$ cat src/shared/call_cmp_map.vh
// Purpose: field positions, opcodes and constants for the call/compare unit
// Assumes: 32-bit instruction words, 32 registers
// Notes:   definitions only
`ifndef CALL_CMP_MAP_VH
`define CALL_CMP_MAP_VH

`define OP_MAJOR_HI     5
`define OP_MAJOR_LO     0
`define OPX_HI          16
`define OPX_LO          11
`define IMM5_HI         10
`define IMM5_LO         6
`define SRC_A_HI        31
`define SRC_A_LO        27
`define SRC_B_HI        26
`define SRC_B_LO        22
`define DEST_HI         21
`define DEST_LO         17
`define WIDX_HI         31
`define WIDX_LO         6
`define PC_REGION_HI    31
`define PC_REGION_LO    28

`define OP_RTYPE        6'h3A
`define OP_CALL_IMM     6'h00
`define OPX_CALL_REG    6'h1D
`define OPX_CMP_EQ      6'h20
`define LINK_REG_IDX    5'h1F
`define ZERO_REG_IDX    5'h00
`define NEXT_PC_STEP    32'h00000004
`define PC_RESET_VALUE  32'h00000000

`endif

$ cat src/rtl/call_cmp_decode.v
// Purpose: decode of the immediate call, register call and equality compare
// Assumes: instruction word stable while valid
// Notes:   purely combinational
`timescale 1ns/1ps
`include "call_cmp_map.vh"

module call_cmp_decode (
    // instruction
    input  wire [31:0] instr,
    // decoded class
    output wire        isCallImm,
    output wire        isCallReg,
    output wire        isCmpEq
);
    wire [5:0] opMajor = instr[`OP_MAJOR_HI:`OP_MAJOR_LO];
    wire [5:0] opExt   = instr[`OPX_HI:`OPX_LO];
    wire [4:0] imm5    = instr[`IMM5_HI:`IMM5_LO];
    wire [4:0] srcB    = instr[`SRC_B_HI:`SRC_B_LO];
    wire [4:0] dest    = instr[`DEST_HI:`DEST_LO];
    wire       rType   = (opMajor == `OP_RTYPE);

    assign isCallImm = (opMajor == `OP_CALL_IMM);
    assign isCallReg = rType && (opExt == `OPX_CALL_REG)
                       && (srcB == `ZERO_REG_IDX)
                       && (dest == `LINK_REG_IDX)
                       && (imm5 == 5'h00);
    assign isCmpEq   = rType && (opExt == `OPX_CMP_EQ)
                       && (imm5 == 5'h00);
endmodule

$ cat src/rtl/call_and_equality_exec.v
// Purpose: execute stage for immediate call, register call and equality compare
// Assumes: operand values come from the register file on the same clock
// Notes:   one instruction per valid cycle; results registered one cycle later
`timescale 1ns/1ps
`include "call_cmp_map.vh"

module call_and_equality_exec (
    // clock and reset
    input  wire        clock,
    input  wire        rstn,
    // issue
    input  wire        instrValid,
    input  wire [31:0] instr,
    input  wire [31:0] pcIn,
    input  wire [31:0] firstSourceReg,
    input  wire [31:0] secondSourceReg,
    // program counter update
    output reg         pcLoad_r,
    output reg  [31:0] pcNext_r,
    // register write back
    output reg         regWrite_r,
    output reg  [4:0]  regWriteIdx_r,
    output reg  [31:0] regWriteData_r,
    // exception
    output reg         misalignedExc_r,
    output reg  [31:0] misalignedAddr_r
);
    // decoded instruction class
    wire        isCallImm;
    wire        isCallReg;
    wire        isCmpEq;

    call_cmp_decode call_cmp_decode_inst (
        .instr     (instr),
        .isCallImm (isCallImm),
        .isCallReg (isCallReg),
        .isCmpEq   (isCmpEq)
    );

    // instruction fields
    wire [25:0] jumpWordIndex;
    wire [4:0]  destReg;
    wire [3:0]  pcRegion;

    assign jumpWordIndex = instr[`WIDX_HI:`WIDX_LO];
    assign destReg       = instr[`DEST_HI:`DEST_LO];
    assign pcRegion      = pcIn[`PC_REGION_HI:`PC_REGION_LO];

    // address arithmetic
    wire [31:0] returnAddr;
    wire [31:0] immTarget;
    wire        regMisaligned;

    assign returnAddr    = pcIn + `NEXT_PC_STEP;
    // upper nibble kept, so the target cannot leave the 256-MB region
    assign immTarget     = {pcRegion, jumpWordIndex, 2'h0};
    assign regMisaligned = (firstSourceReg[1:0] != 2'h0);

    // per-bit match of the two operands
    wire [31:0] bitMatch;
    wire        equalFlag;

    genvar bitIdx;
    generate
        for (bitIdx = 0; bitIdx < 32; bitIdx = bitIdx + 1) begin : g_bitMatch
            assign bitMatch[bitIdx] = ~(firstSourceReg[bitIdx] ^ secondSourceReg[bitIdx]);
        end
    endgenerate

    // against the zero register this gives !first source
    assign equalFlag = &bitMatch;

    // accepted work this cycle
    wire        doCallImm;
    wire        doCallReg;
    wire        doCallRegOk;
    wire        doCallRegFault;
    wire        doCmpEq;

    assign doCallImm      = instrValid & isCallImm;
    assign doCallReg      = instrValid & isCallReg;
    assign doCallRegOk    = doCallReg & ~regMisaligned;
    assign doCallRegFault = doCallReg & regMisaligned;
    assign doCmpEq        = instrValid & isCmpEq;

    // one-hot operation kind
    localparam [4:0] KIND_IDLE       = 5'h01;
    localparam [4:0] KIND_CALL_IMM   = 5'h02;
    localparam [4:0] KIND_CALL_REG   = 5'h04;
    localparam [4:0] KIND_CALL_FAULT = 5'h08;
    localparam [4:0] KIND_CMP_EQ     = 5'h10;

    reg  [4:0]  opKind;

    always @* begin
        opKind = KIND_IDLE;
        if (doCallImm) begin
            opKind = KIND_CALL_IMM;
        end else if (doCallRegOk) begin
            opKind = KIND_CALL_REG;
        end else if (doCallRegFault) begin
            opKind = KIND_CALL_FAULT;
        end else if (doCmpEq) begin
            opKind = KIND_CMP_EQ;
        end
    end

    // program counter update
    reg         pcLoad_nxt;
    reg  [31:0] pcNext_nxt;

    always @* begin
        pcLoad_nxt = 1'h0;
        pcNext_nxt = pcNext_r;
        case (opKind)
            KIND_CALL_IMM: begin
                pcLoad_nxt = 1'h1;
                pcNext_nxt = immTarget;
            end
            KIND_CALL_REG: begin
                pcLoad_nxt = 1'h1;
                pcNext_nxt = firstSourceReg;
            end
            default: begin
                pcLoad_nxt = 1'h0;
                pcNext_nxt = pcNext_r;
            end
        endcase
    end

    // register write back
    reg         regWrite_nxt;
    reg  [4:0]  regWriteIdx_nxt;
    reg  [31:0] regWriteData_nxt;

    always @* begin
        regWrite_nxt     = 1'h0;
        regWriteIdx_nxt  = regWriteIdx_r;
        regWriteData_nxt = regWriteData_r;
        case (opKind)
            KIND_CALL_IMM: begin
                regWrite_nxt     = 1'h1;
                regWriteIdx_nxt  = `LINK_REG_IDX;
                regWriteData_nxt = returnAddr;
            end
            KIND_CALL_REG: begin
                regWrite_nxt     = 1'h1;
                regWriteIdx_nxt  = `LINK_REG_IDX;
                regWriteData_nxt = returnAddr;
            end
            KIND_CMP_EQ: begin
                regWrite_nxt     = 1'h1;
                regWriteIdx_nxt  = destReg;
                regWriteData_nxt = {31'h00000000, equalFlag};
            end
            default: begin
                regWrite_nxt     = 1'h0;
                regWriteIdx_nxt  = regWriteIdx_r;
                regWriteData_nxt = regWriteData_r;
            end
        endcase
    end

    // misaligned target fault
    reg         misalignedExc_nxt;
    reg  [31:0] misalignedAddr_nxt;

    always @* begin
        misalignedExc_nxt  = 1'h0;
        misalignedAddr_nxt = misalignedAddr_r;
        case (opKind)
            KIND_CALL_FAULT: begin
                // no pc or link update when the fault is taken
                misalignedExc_nxt  = 1'h1;
                misalignedAddr_nxt = firstSourceReg;
            end
            default: begin
                misalignedExc_nxt  = 1'h0;
                misalignedAddr_nxt = misalignedAddr_r;
            end
        endcase
    end

    // program counter registers
    always @(posedge clock) begin
        if (!rstn) begin
            pcLoad_r <= 1'h0;
            pcNext_r <= `PC_RESET_VALUE;
        end else begin
            pcLoad_r <= pcLoad_nxt;
            pcNext_r <= pcNext_nxt;
        end
    end

    // write-back registers
    always @(posedge clock) begin
        if (!rstn) begin
            regWrite_r     <= 1'h0;
            regWriteIdx_r  <= 5'h00;
            regWriteData_r <= 32'h00000000;
        end else begin
            regWrite_r     <= regWrite_nxt;
            regWriteIdx_r  <= regWriteIdx_nxt;
            regWriteData_r <= regWriteData_nxt;
        end
    end

    // fault registers
    always @(posedge clock) begin
        if (!rstn) begin
            misalignedExc_r  <= 1'h0;
            misalignedAddr_r <= 32'h00000000;
        end else begin
            misalignedExc_r  <= misalignedExc_nxt;
            misalignedAddr_r <= misalignedAddr_nxt;
        end
    end
endmodule

$ cat config.mk
export PLATFORM = sky130hd
export DESIGN_NAME = call_and_equality_exec
export DESIGN_NICKNAME = d
export VERILOG_FILES = /design/src/rtl/call_cmp_decode.v /design/src/rtl/call_and_equality_exec.v
export VERILOG_INCLUDE_DIRS = /design/src /design/src/shared
export SDC_FILE = /design/constraint.sdc
export NUM_CORES = 1
export LEC_CHECK = 0
export ABC_AREA = 0
export BUFFER_PORTS_ARGS = -buffer_cell sky130_fd_sc_hd__buf_2
export CAP_MARGIN = 25
export CORE_MARGIN = 2
export CORE_UTILIZATION = 33
export DETAILED_ROUTE_END_ITERATION = 12
export SLEW_MARGIN = 15
export SYNTH_ARGS = -nofsm -noshare
export SYNTH_HDL_FRONTEND = slang
export SYNTH_SLANG_ARGS = --single-unit
$ cat constraint.sdc
create_clock -name clock -period 4.4 [get_ports clock]
set_input_delay 0 -clock clock [delete_from_list [all_inputs] [get_ports clock]]
set_output_delay 0 -clock clock [all_outputs]
set_load 0.01 [all_outputs]
### After elaboration in Yosys (flattened, before gate mapping)

Cells that the tools add are included.

| word-level totals | value |
|---|---|
| register bits after elaboration | 104 |
| latch bits | 0 |
| memory bits (writable) | 0 |
| memory bits (read-only) | 0 |
| input port bits | 131 |
| memories kept | 0 |

| cells by class | value |
|---|---|
| $add $sub $neg | 1 |
| $mul | 0 |
| div/mod/pow operators | 0 |
| $lt $le $gt $ge | 0 |
| eq/ne operators | 8 |
| shift-type cells | 0 |
| mux-type cells | 10 |
| bitwise logic cells | 70 |
| reductions and logical operators | 15 |

Operators with widths:

| cell | count |
|---|---|
| $pmux W32 S2 | 2 |
| $not A1 Y1 | 33 |
| $add A32 B3 Y32 const B | 1 |
| $reduce_and A32 Y1 | 1 |
| $xor A1 B1 Y1 | 32 |
| $mux W5 | 4 |
| $eq A6 B6 Y1 const B | 2 |
| $eq A5 B5 Y1 const B | 2 |
| $logic_not A5 Y1 | 2 |
| $pmux W5 S2 | 1 |
| $eq A6 B5 Y1 const B | 1 |
| $logic_and A1 B1 Y1 | 6 |
| $logic_not A6 Y1 | 1 |
| $reduce_bool A2 Y1 | 3 |
| $and A1 B1 Y1 | 5 |
| $eq A5 B2 Y1 const B | 1 |
| $eq A5 B3 Y1 const B | 1 |
| $eq A5 B4 Y1 const B | 1 |
| $mux W1 | 3 |
| $reduce_or A3 Y1 | 1 |
| $reduce_or A2 Y1 | 1 |

### Logic depth before layout (Yosys ltp)

| depth | value |
|---|---|
| word-level depth | 13 |
| mapped depth | 7 |
| mapped depth without buffers | 6 |

### Cells and area by module

From an unflattened synthesis, not the netlist that was laid out.

| unflattened totals | value |
|---|---|
| cells, all modules | 617 |
| area, all modules | 4867.2 um^2 |

Modules (own cells, without submodules):

| module | instances | cells each | area an instance (um^2) |
|---|---|---|---|
| call_and_equality_exec | 1 | 601 | 4747.1 |
| call_cmp_decode | 1 | 16 | 120.1 |

### Worst setup path after synthesis

OpenSTA, ideal clock, no wires.

| timing path | value |
|---|---|
| path type | input-to-reg |
| start point | in instr[7] |
| end point | reg regWriteData_r[20] |
| library setup time | 124 ps |
| arrival time | 1389 ps |
| path slack | 2887 ps |
| cell stages on the path | 7 |
| path through | nor4_2 nand4_2 or2_2 buf_2 nand2_1 buf_4 a211oi_2 |

| between the ends | value |
|---|---|
| longest elaborated chain between the ends | 10 |
| elaborated cells on any way between the ends | 17 |
| those cells by class | eq/ne: 3; mux: 5; bitwise: 4; reduce/logical: 5 |

RTL lines:

| what | line | RTL |
|---|---|---|
| start: declaration | call_and_equality_exec.v:13 | `input wire [31:0] instr,` |
| $logic_not A5 Y1 * | call_cmp_decode.v:26, call_cmp_decode.v:28 |  |
| $logic_and A1 B1 Y1, on equally long branches | call_cmp_decode.v:27, call_cmp_decode.v:23 |  |
| $and A1 B1 Y1, on equally long branches | call_and_equality_exec.v:84, call_and_equality_exec.v:81 |  |
| $mux W5 or $and A1 B1 Y1 (tied branches) | call_and_equality_exec.v:103, call_and_equality_exec.v:83 |  |
| $mux W5 | call_and_equality_exec.v:101 | `end else if (doCallRegFault) begin` |
| $mux W5 * | call_and_equality_exec.v:99 | `end else if (doCallRegOk) begin` |
| $mux W5 * | call_and_equality_exec.v:97 | `if (doCallImm) begin` |
| $eq A5 B3 Y1 or $eq A5 B2 Y1 (tied branches) | call_and_equality_exec.v:140 | `case (opKind)` |
| $reduce_or A2 Y1 (no source line) | -- |  |
| $pmux W32 S2 or $reduce_bool A2 Y1 (tied branches) | -- |  |
| end signal: assignment | call_and_equality_exec.v:204 | `regWriteData_r <= regWriteData_nxt;` |
| end: declaration | call_and_equality_exec.v:23 | `output reg [31:0] regWriteData_r,` |

Every way passes the cells marked *; elsewhere a longest branch is shown, timed or not.
A chain may end at the register's enable or synchronous reset.

### Final worst setup path

| timing path | value |
|---|---|
| start point | in instr[7] |
| end point | reg pcNext_r[21] |

| between the ends | value |
|---|---|
| longest elaborated chain between the ends | 9 |
| elaborated cells on any way between the ends | 15 |
| those cells by class | eq/ne: 2; mux: 5; bitwise: 4; reduce/logical: 4 |

RTL lines:

| what | line | RTL |
|---|---|---|
| $logic_not A5 Y1 * | call_cmp_decode.v:26, call_cmp_decode.v:28 |  |
| $logic_and A1 B1 Y1, on equally long branches | call_cmp_decode.v:27, call_cmp_decode.v:23 |  |
| $and A1 B1 Y1, on equally long branches | call_and_equality_exec.v:84, call_and_equality_exec.v:81 |  |
| $mux W5 or $and A1 B1 Y1 (tied branches) | call_and_equality_exec.v:103, call_and_equality_exec.v:83 |  |
| $mux W5 | call_and_equality_exec.v:101 |  |
| $mux W5 * | call_and_equality_exec.v:99 |  |
| $mux W5 * | call_and_equality_exec.v:97 |  |
| $eq A5 B3 Y1 or $eq A5 B2 Y1 (tied branches) | call_and_equality_exec.v:115 | `case (opKind)` |
| $pmux W32 S2 or $reduce_bool A2 Y1 (tied branches) | -- |  |
| end signal: assignment | call_and_equality_exec.v:188 | `` pcNext_r <= `PC_RESET_VALUE; `` |
| end signal: assignment | call_and_equality_exec.v:191 | `pcNext_r <= pcNext_nxt;` |
| end: declaration | call_and_equality_exec.v:19 | `output reg [31:0] pcNext_r,` |

Marked as above.

==> impl_results.rst <==
.. list-table::
   :header-rows: 1

   * - Metric
     - Value
   * - Post-synthesis cell type count
     - 40
   * - Post-DR wirelength/cell
     - 17.1 um
   * - H-Tree Level Count
     - 3
   * - # nets final
     - between 1,000 and 1,500
   * - CP endpoint kind
     - flop
   * - Final count of negative-setup-slack endpoints
     - 0
   * - Post-synthesis async set-or-reset flop share
     - 0%
   * - Cell-internal power
     - 1.53 mW
   * - Initial core utilization
     - 33.8%
   * - Met2 layer usage reported by global route
     - 36.7%
   * - Leading post-synthesis cells by cell area
     - sky130_fd_sc_hd__dfxtp_1, sky130_fd_sc_hd__nand2_1, sky130_fd_sc_hd__xnor2_1
   * - Total buffers and inverters traversed by the critical path
     - 4
   * - Port buffer count
     - ~230
   * - RSZ-0062 raised after global routing
     - false
   * - Vias/cell
     - 5.08
   * - Remaining DRCs
     - 0
   * - # Post-CTS Setup Buffers
     - 0
   * - Max-cap violation count
     - 0
   * - Sum of negative setup slack
     - 0 ns
   * - Chain of cells forming the critical path
     - dlygate4sd3_1 -> buf_2 -> nor4_2 -> nand4_2 -> o31a_2 -> buf_16 -> nand2_1 -> a31oi_1 -> dlygate4sd3_1
   * - CTS tree
     - done
   * - Routability-driven placement congestion ratio
     - between 0.8 and 0.9
   * - Post-detailed-route count of antenna-violating nets
     - 0
   * - Maximum vdd ir drop
     - 186 uV
   * - Result of the run
     - completed
   * - Crit path required time
     - 4.64 ns
   * - Achievable clock frequency
     - 0.375 GHz
   * - Ratio of final minimum period to clock period
     - 60.6%
   * - Initial antenna violation count
     - 0
   * - Maximum clock skew at final layout
     - 0 ns
   * - Cell family with most CP delay
     - buffers and inverters
   * - Hpwl dp
     - 13.1 mm
   * - Most Frequent Cell on Critical Path
     - sky130_fd_sc_hd__dlygate4sd3_1
   * - Synthesized area
     - 4910 um^2
   * - Critical path type
     - input port to flop
   * - Maximum fanout along the worst path
     - 25
   * - Slowest stage cell, crit path
     - sky130_fd_sc_hd__o31a_2
   * - Via count of the first global-routing pass
     - 5,213
   * - Actual transition at the worst max-transition pin
     - about 1.0 ns
   * - Most instantiated flip-flop cell in the synthesis netlist
     - sky130_fd_sc_hd__dfxtp_1
   * - Setup WS pre-CTS
     - 2.15 ns
   * - Fraction of power spent switching nets
     - approximately a quarter
   * - Clk sinks
     - 104
   * - Chip width
     - 126 um
   * - Remaining Overflow, GRT
     - 0
   * - Hold Crit Class
     - input port to flop
   * - Total power after layout
     - 2.04 mW
   * - Flip-flop and latch count after synthesis
     - 104
   * - Dominant cell by count in the synthesized netlist
     - sky130_fd_sc_hd__nand2_1
   * - Number of synthesized flops with an enable pin
     - 0
   * - Hold Path Cell Cnt
     - 3
   * - LEAKAGE
     - between 3 and 4 nW
   * - Syn-to-layout area delta
     - 48.5%
   * - Tot GR Track Use
     - between 20% and 30%
   * - Crit path launch type
     - input port
   * - Pins over their slew limit
     - 0
   * - Global Route met3 Usage
     - 5.18%
   * - R2R depth
     - 3
   * - Post-layout minimum cycle time
     - 2.67 ns
   * - Fraction of the yosys area taken by sequential cells
     - 42.4%
   * - Number of instances in the synthesized netlist
     - 592
   * - Floorplan core area
     - 14,500 um^2
   * - Die height
     - approximately 130 um
   * - Layout cells sized above 1
     - 32.6%
   * - Average footprint of a synthesized cell
     - 8.30 um^2
   * - Post-synthesis net count
     - 724
   * - Clk slew on worst S/H paths
     - about 0.080 ns
   * - Clock network fraction of design power
     - 41.5%
   * - Drt total wl
     - 18.3 mm
   * - Master cell of the clock root buffer
     - sky130_fd_sc_hd__clkbuf_16
   * - Top cells by instance count after synthesis
     - sky130_fd_sc_hd__nand2_1, sky130_fd_sc_hd__dfxtp_1, sky130_fd_sc_hd__a21oi_1
   * - Worst setup slack after layout
     - 1.73 ns
   * - Number of violations reported at the end of detailed-routing iteration 0
     - a little over 300
   * - Share of total power in sequential cells
     - a little under half
   * - Total number of placement rows
     - 44
   * - Critical Path AT
     - 2.91 ns
   * - Power per unit of standard cell area
     - 279 nW/um^2
   * - Number of CTS-inserted buffers
     - 9
   * - First-pass GRT wire length
     - 28.0 mm
   * - Normalized max-slew margin
     - 30.8%
   * - Number of cells on the critical path
     - 9
   * - Busiest grt layer
     - met2
   * - Power spent charging and discharging nets
     - 507 uW
   * - Clock latency reported for the late side of the worst-skew pair
     - 0.35 ns
   * - Final-report hold violation count
     - 0
   * - Maximum clock path buffer count
     - 2
   * - Delay contributed by the slowest stage of the critical path
     - about 0.62 ns
   * - Maximum number of pins on one net before global-route repair
     - 56
   * - Largest area contributor in the synthesized netlist
     - sky130_fd_sc_hd__dfxtp_1
   * - Die Outline Area
     - between 15,000 and 20,000 um^2
   * - DR pass1 iterations
     - 5
   * - Met1 global-route usage
     - between 20% and 30%
   * - Fraction of synthesized cell area taken by the top area cell type
     - 42.4%
   * - Vias post-DR
     - ~5,500
   * - Number of top-level pins
     - 235
   * - Synthesis warning total
     - 0
   * - Gate power share
     - 12.1%
   * - Ant. Diodes
     - 0
## worst paths after layout
check	from	endpoint	slack, ns
worst max-delay path	instr[7]	pcNext_r[21]$_SDFFE_PN0P_	1.73
worst min-delay path	pcIn[6]	regWriteData_r[6]$_SDFFE_PN0P_	0.02
worst max register to register	pcNext_r[8]$_SDFFE_PN0P_	pcNext_r[8]$_SDFFE_PN0P_	3.21
worst min register to register	misalignedAddr_r[27]$_SDFFE_PN0P_	misalignedAddr_r[27]$_SDFFE_PN0P_	0.45
## cells by family after synthesis
group                      synth area share, %
and+or+nand+nor                           25.6
buffers and inverters                     4.30
AOI/OAI and AO/OA                         16.8
adders and majority gates                0.255
xor gates and xnor gates                  10.7
DFF                                       42.4
## flip-flops by register name, indices dropped and copies added (netlist names)
signal	flops
pcLoad_r	1
regWrite_r	1
misalignedAddr_r	32
regWriteData_r	32
misalignedExc_r	1
pcNext_r	32
regWriteIdx_r	5
## power groups by stage
stage                     clock [mW]  sequential (mW)  combinational, mW
after CTS                      0.865            0.945              0.246
after global placement             0            0.967              0.195
after floorplan                    0            0.969             0.0765
after detailed placement           0            0.967              0.196
final                          0.845            0.945              0.248
after global routing           0.900            0.945              0.265
## layer usage
layer  vias to the layer above  share of wire (%)  wire, um
li1                       2643                  -         -
met1                      2553                 44      8060
met2                       225                 46      8440
met3                        29                7.2      1330
met4                         0                2.8       515
met5                         -                  0         0
## through the flow
stage          hold slack (ns)  cell area [um^2]  instances  util [%]
2_1_floorplan            0.136              4910        592         -
3_3_place_gp             0.251              6180        978      42.5
3_5_place_dp             0.254              6210        979      42.7
4_1_cts                0.00399              7280       1072      50.1
5_1_grt                 0.0227              7300       1073      50.2
6_report                0.0212              7300       1073      50.2
## placed cells by master (no fill, tap or decap), types with 5 or more instances in the layout
master,netlist,routed
sky130_fd_sc_hd__a21oi_1,67,67
sky130_fd_sc_hd__nor4_1,6,6
sky130_fd_sc_hd__a31oi_1,14,14
sky130_fd_sc_hd__buf_2,10,234
sky130_fd_sc_hd__a211oi_2,18,18
sky130_fd_sc_hd__xnor2_1,39,39
sky130_fd_sc_hd__nor2_1,26,26
sky130_fd_sc_hd__inv_1,6,6
sky130_fd_sc_hd__buf_4,3,5
sky130_fd_sc_hd__nand2_1,138,138
sky130_fd_sc_hd__nand3_1,22,22
sky130_fd_sc_hd__dfxtp_1,104,104
sky130_fd_sc_hd__and3_1,11,11
sky130_fd_sc_hd__nor3_2,3,5
sky130_fd_sc_hd__nand4_1,20,20
sky130_fd_sc_hd__nor3_1,17,15
sky130_fd_sc_hd__a22oi_1,17,17
sky130_fd_sc_hd__xor2_1,21,21
sky130_fd_sc_hd__dlygate4sd3_1,0,77
sky130_fd_sc_hd__clkbuf_16,0,9
## repair_timing
action | in CTS | in global routing
hold buffers | 77 | 0
resized for setup | 0 | 0
endpoints found under the hold margin | 79 | 0
endpoints found under the setup margin | 0 | 0
## worst reg2reg max path: stages, from the launching register on
cell                            delay [ns]
sky130_fd_sc_hd__dfxtp_1              0.36
sky130_fd_sc_hd__nand2_1              0.06
sky130_fd_sc_hd__a31oi_1              0.14
sky130_fd_sc_hd__dlygate4sd3_1        0.58
## final cells by class
cell class | count | area, um^2
Clock inverter | 5 | 62.6
Sequential cell | 104 | 2080
Clock buffer | 11 | 243
Timing Repair Buffer | 318 | 2020
Multi-Input combinational cell | 444 | 2630
Inverter | 7 | 27.5
Tap cell | 184 | 230
Fill cell | 1410 | 7240
Note: power is estimated with default switching activity, not from simulation.
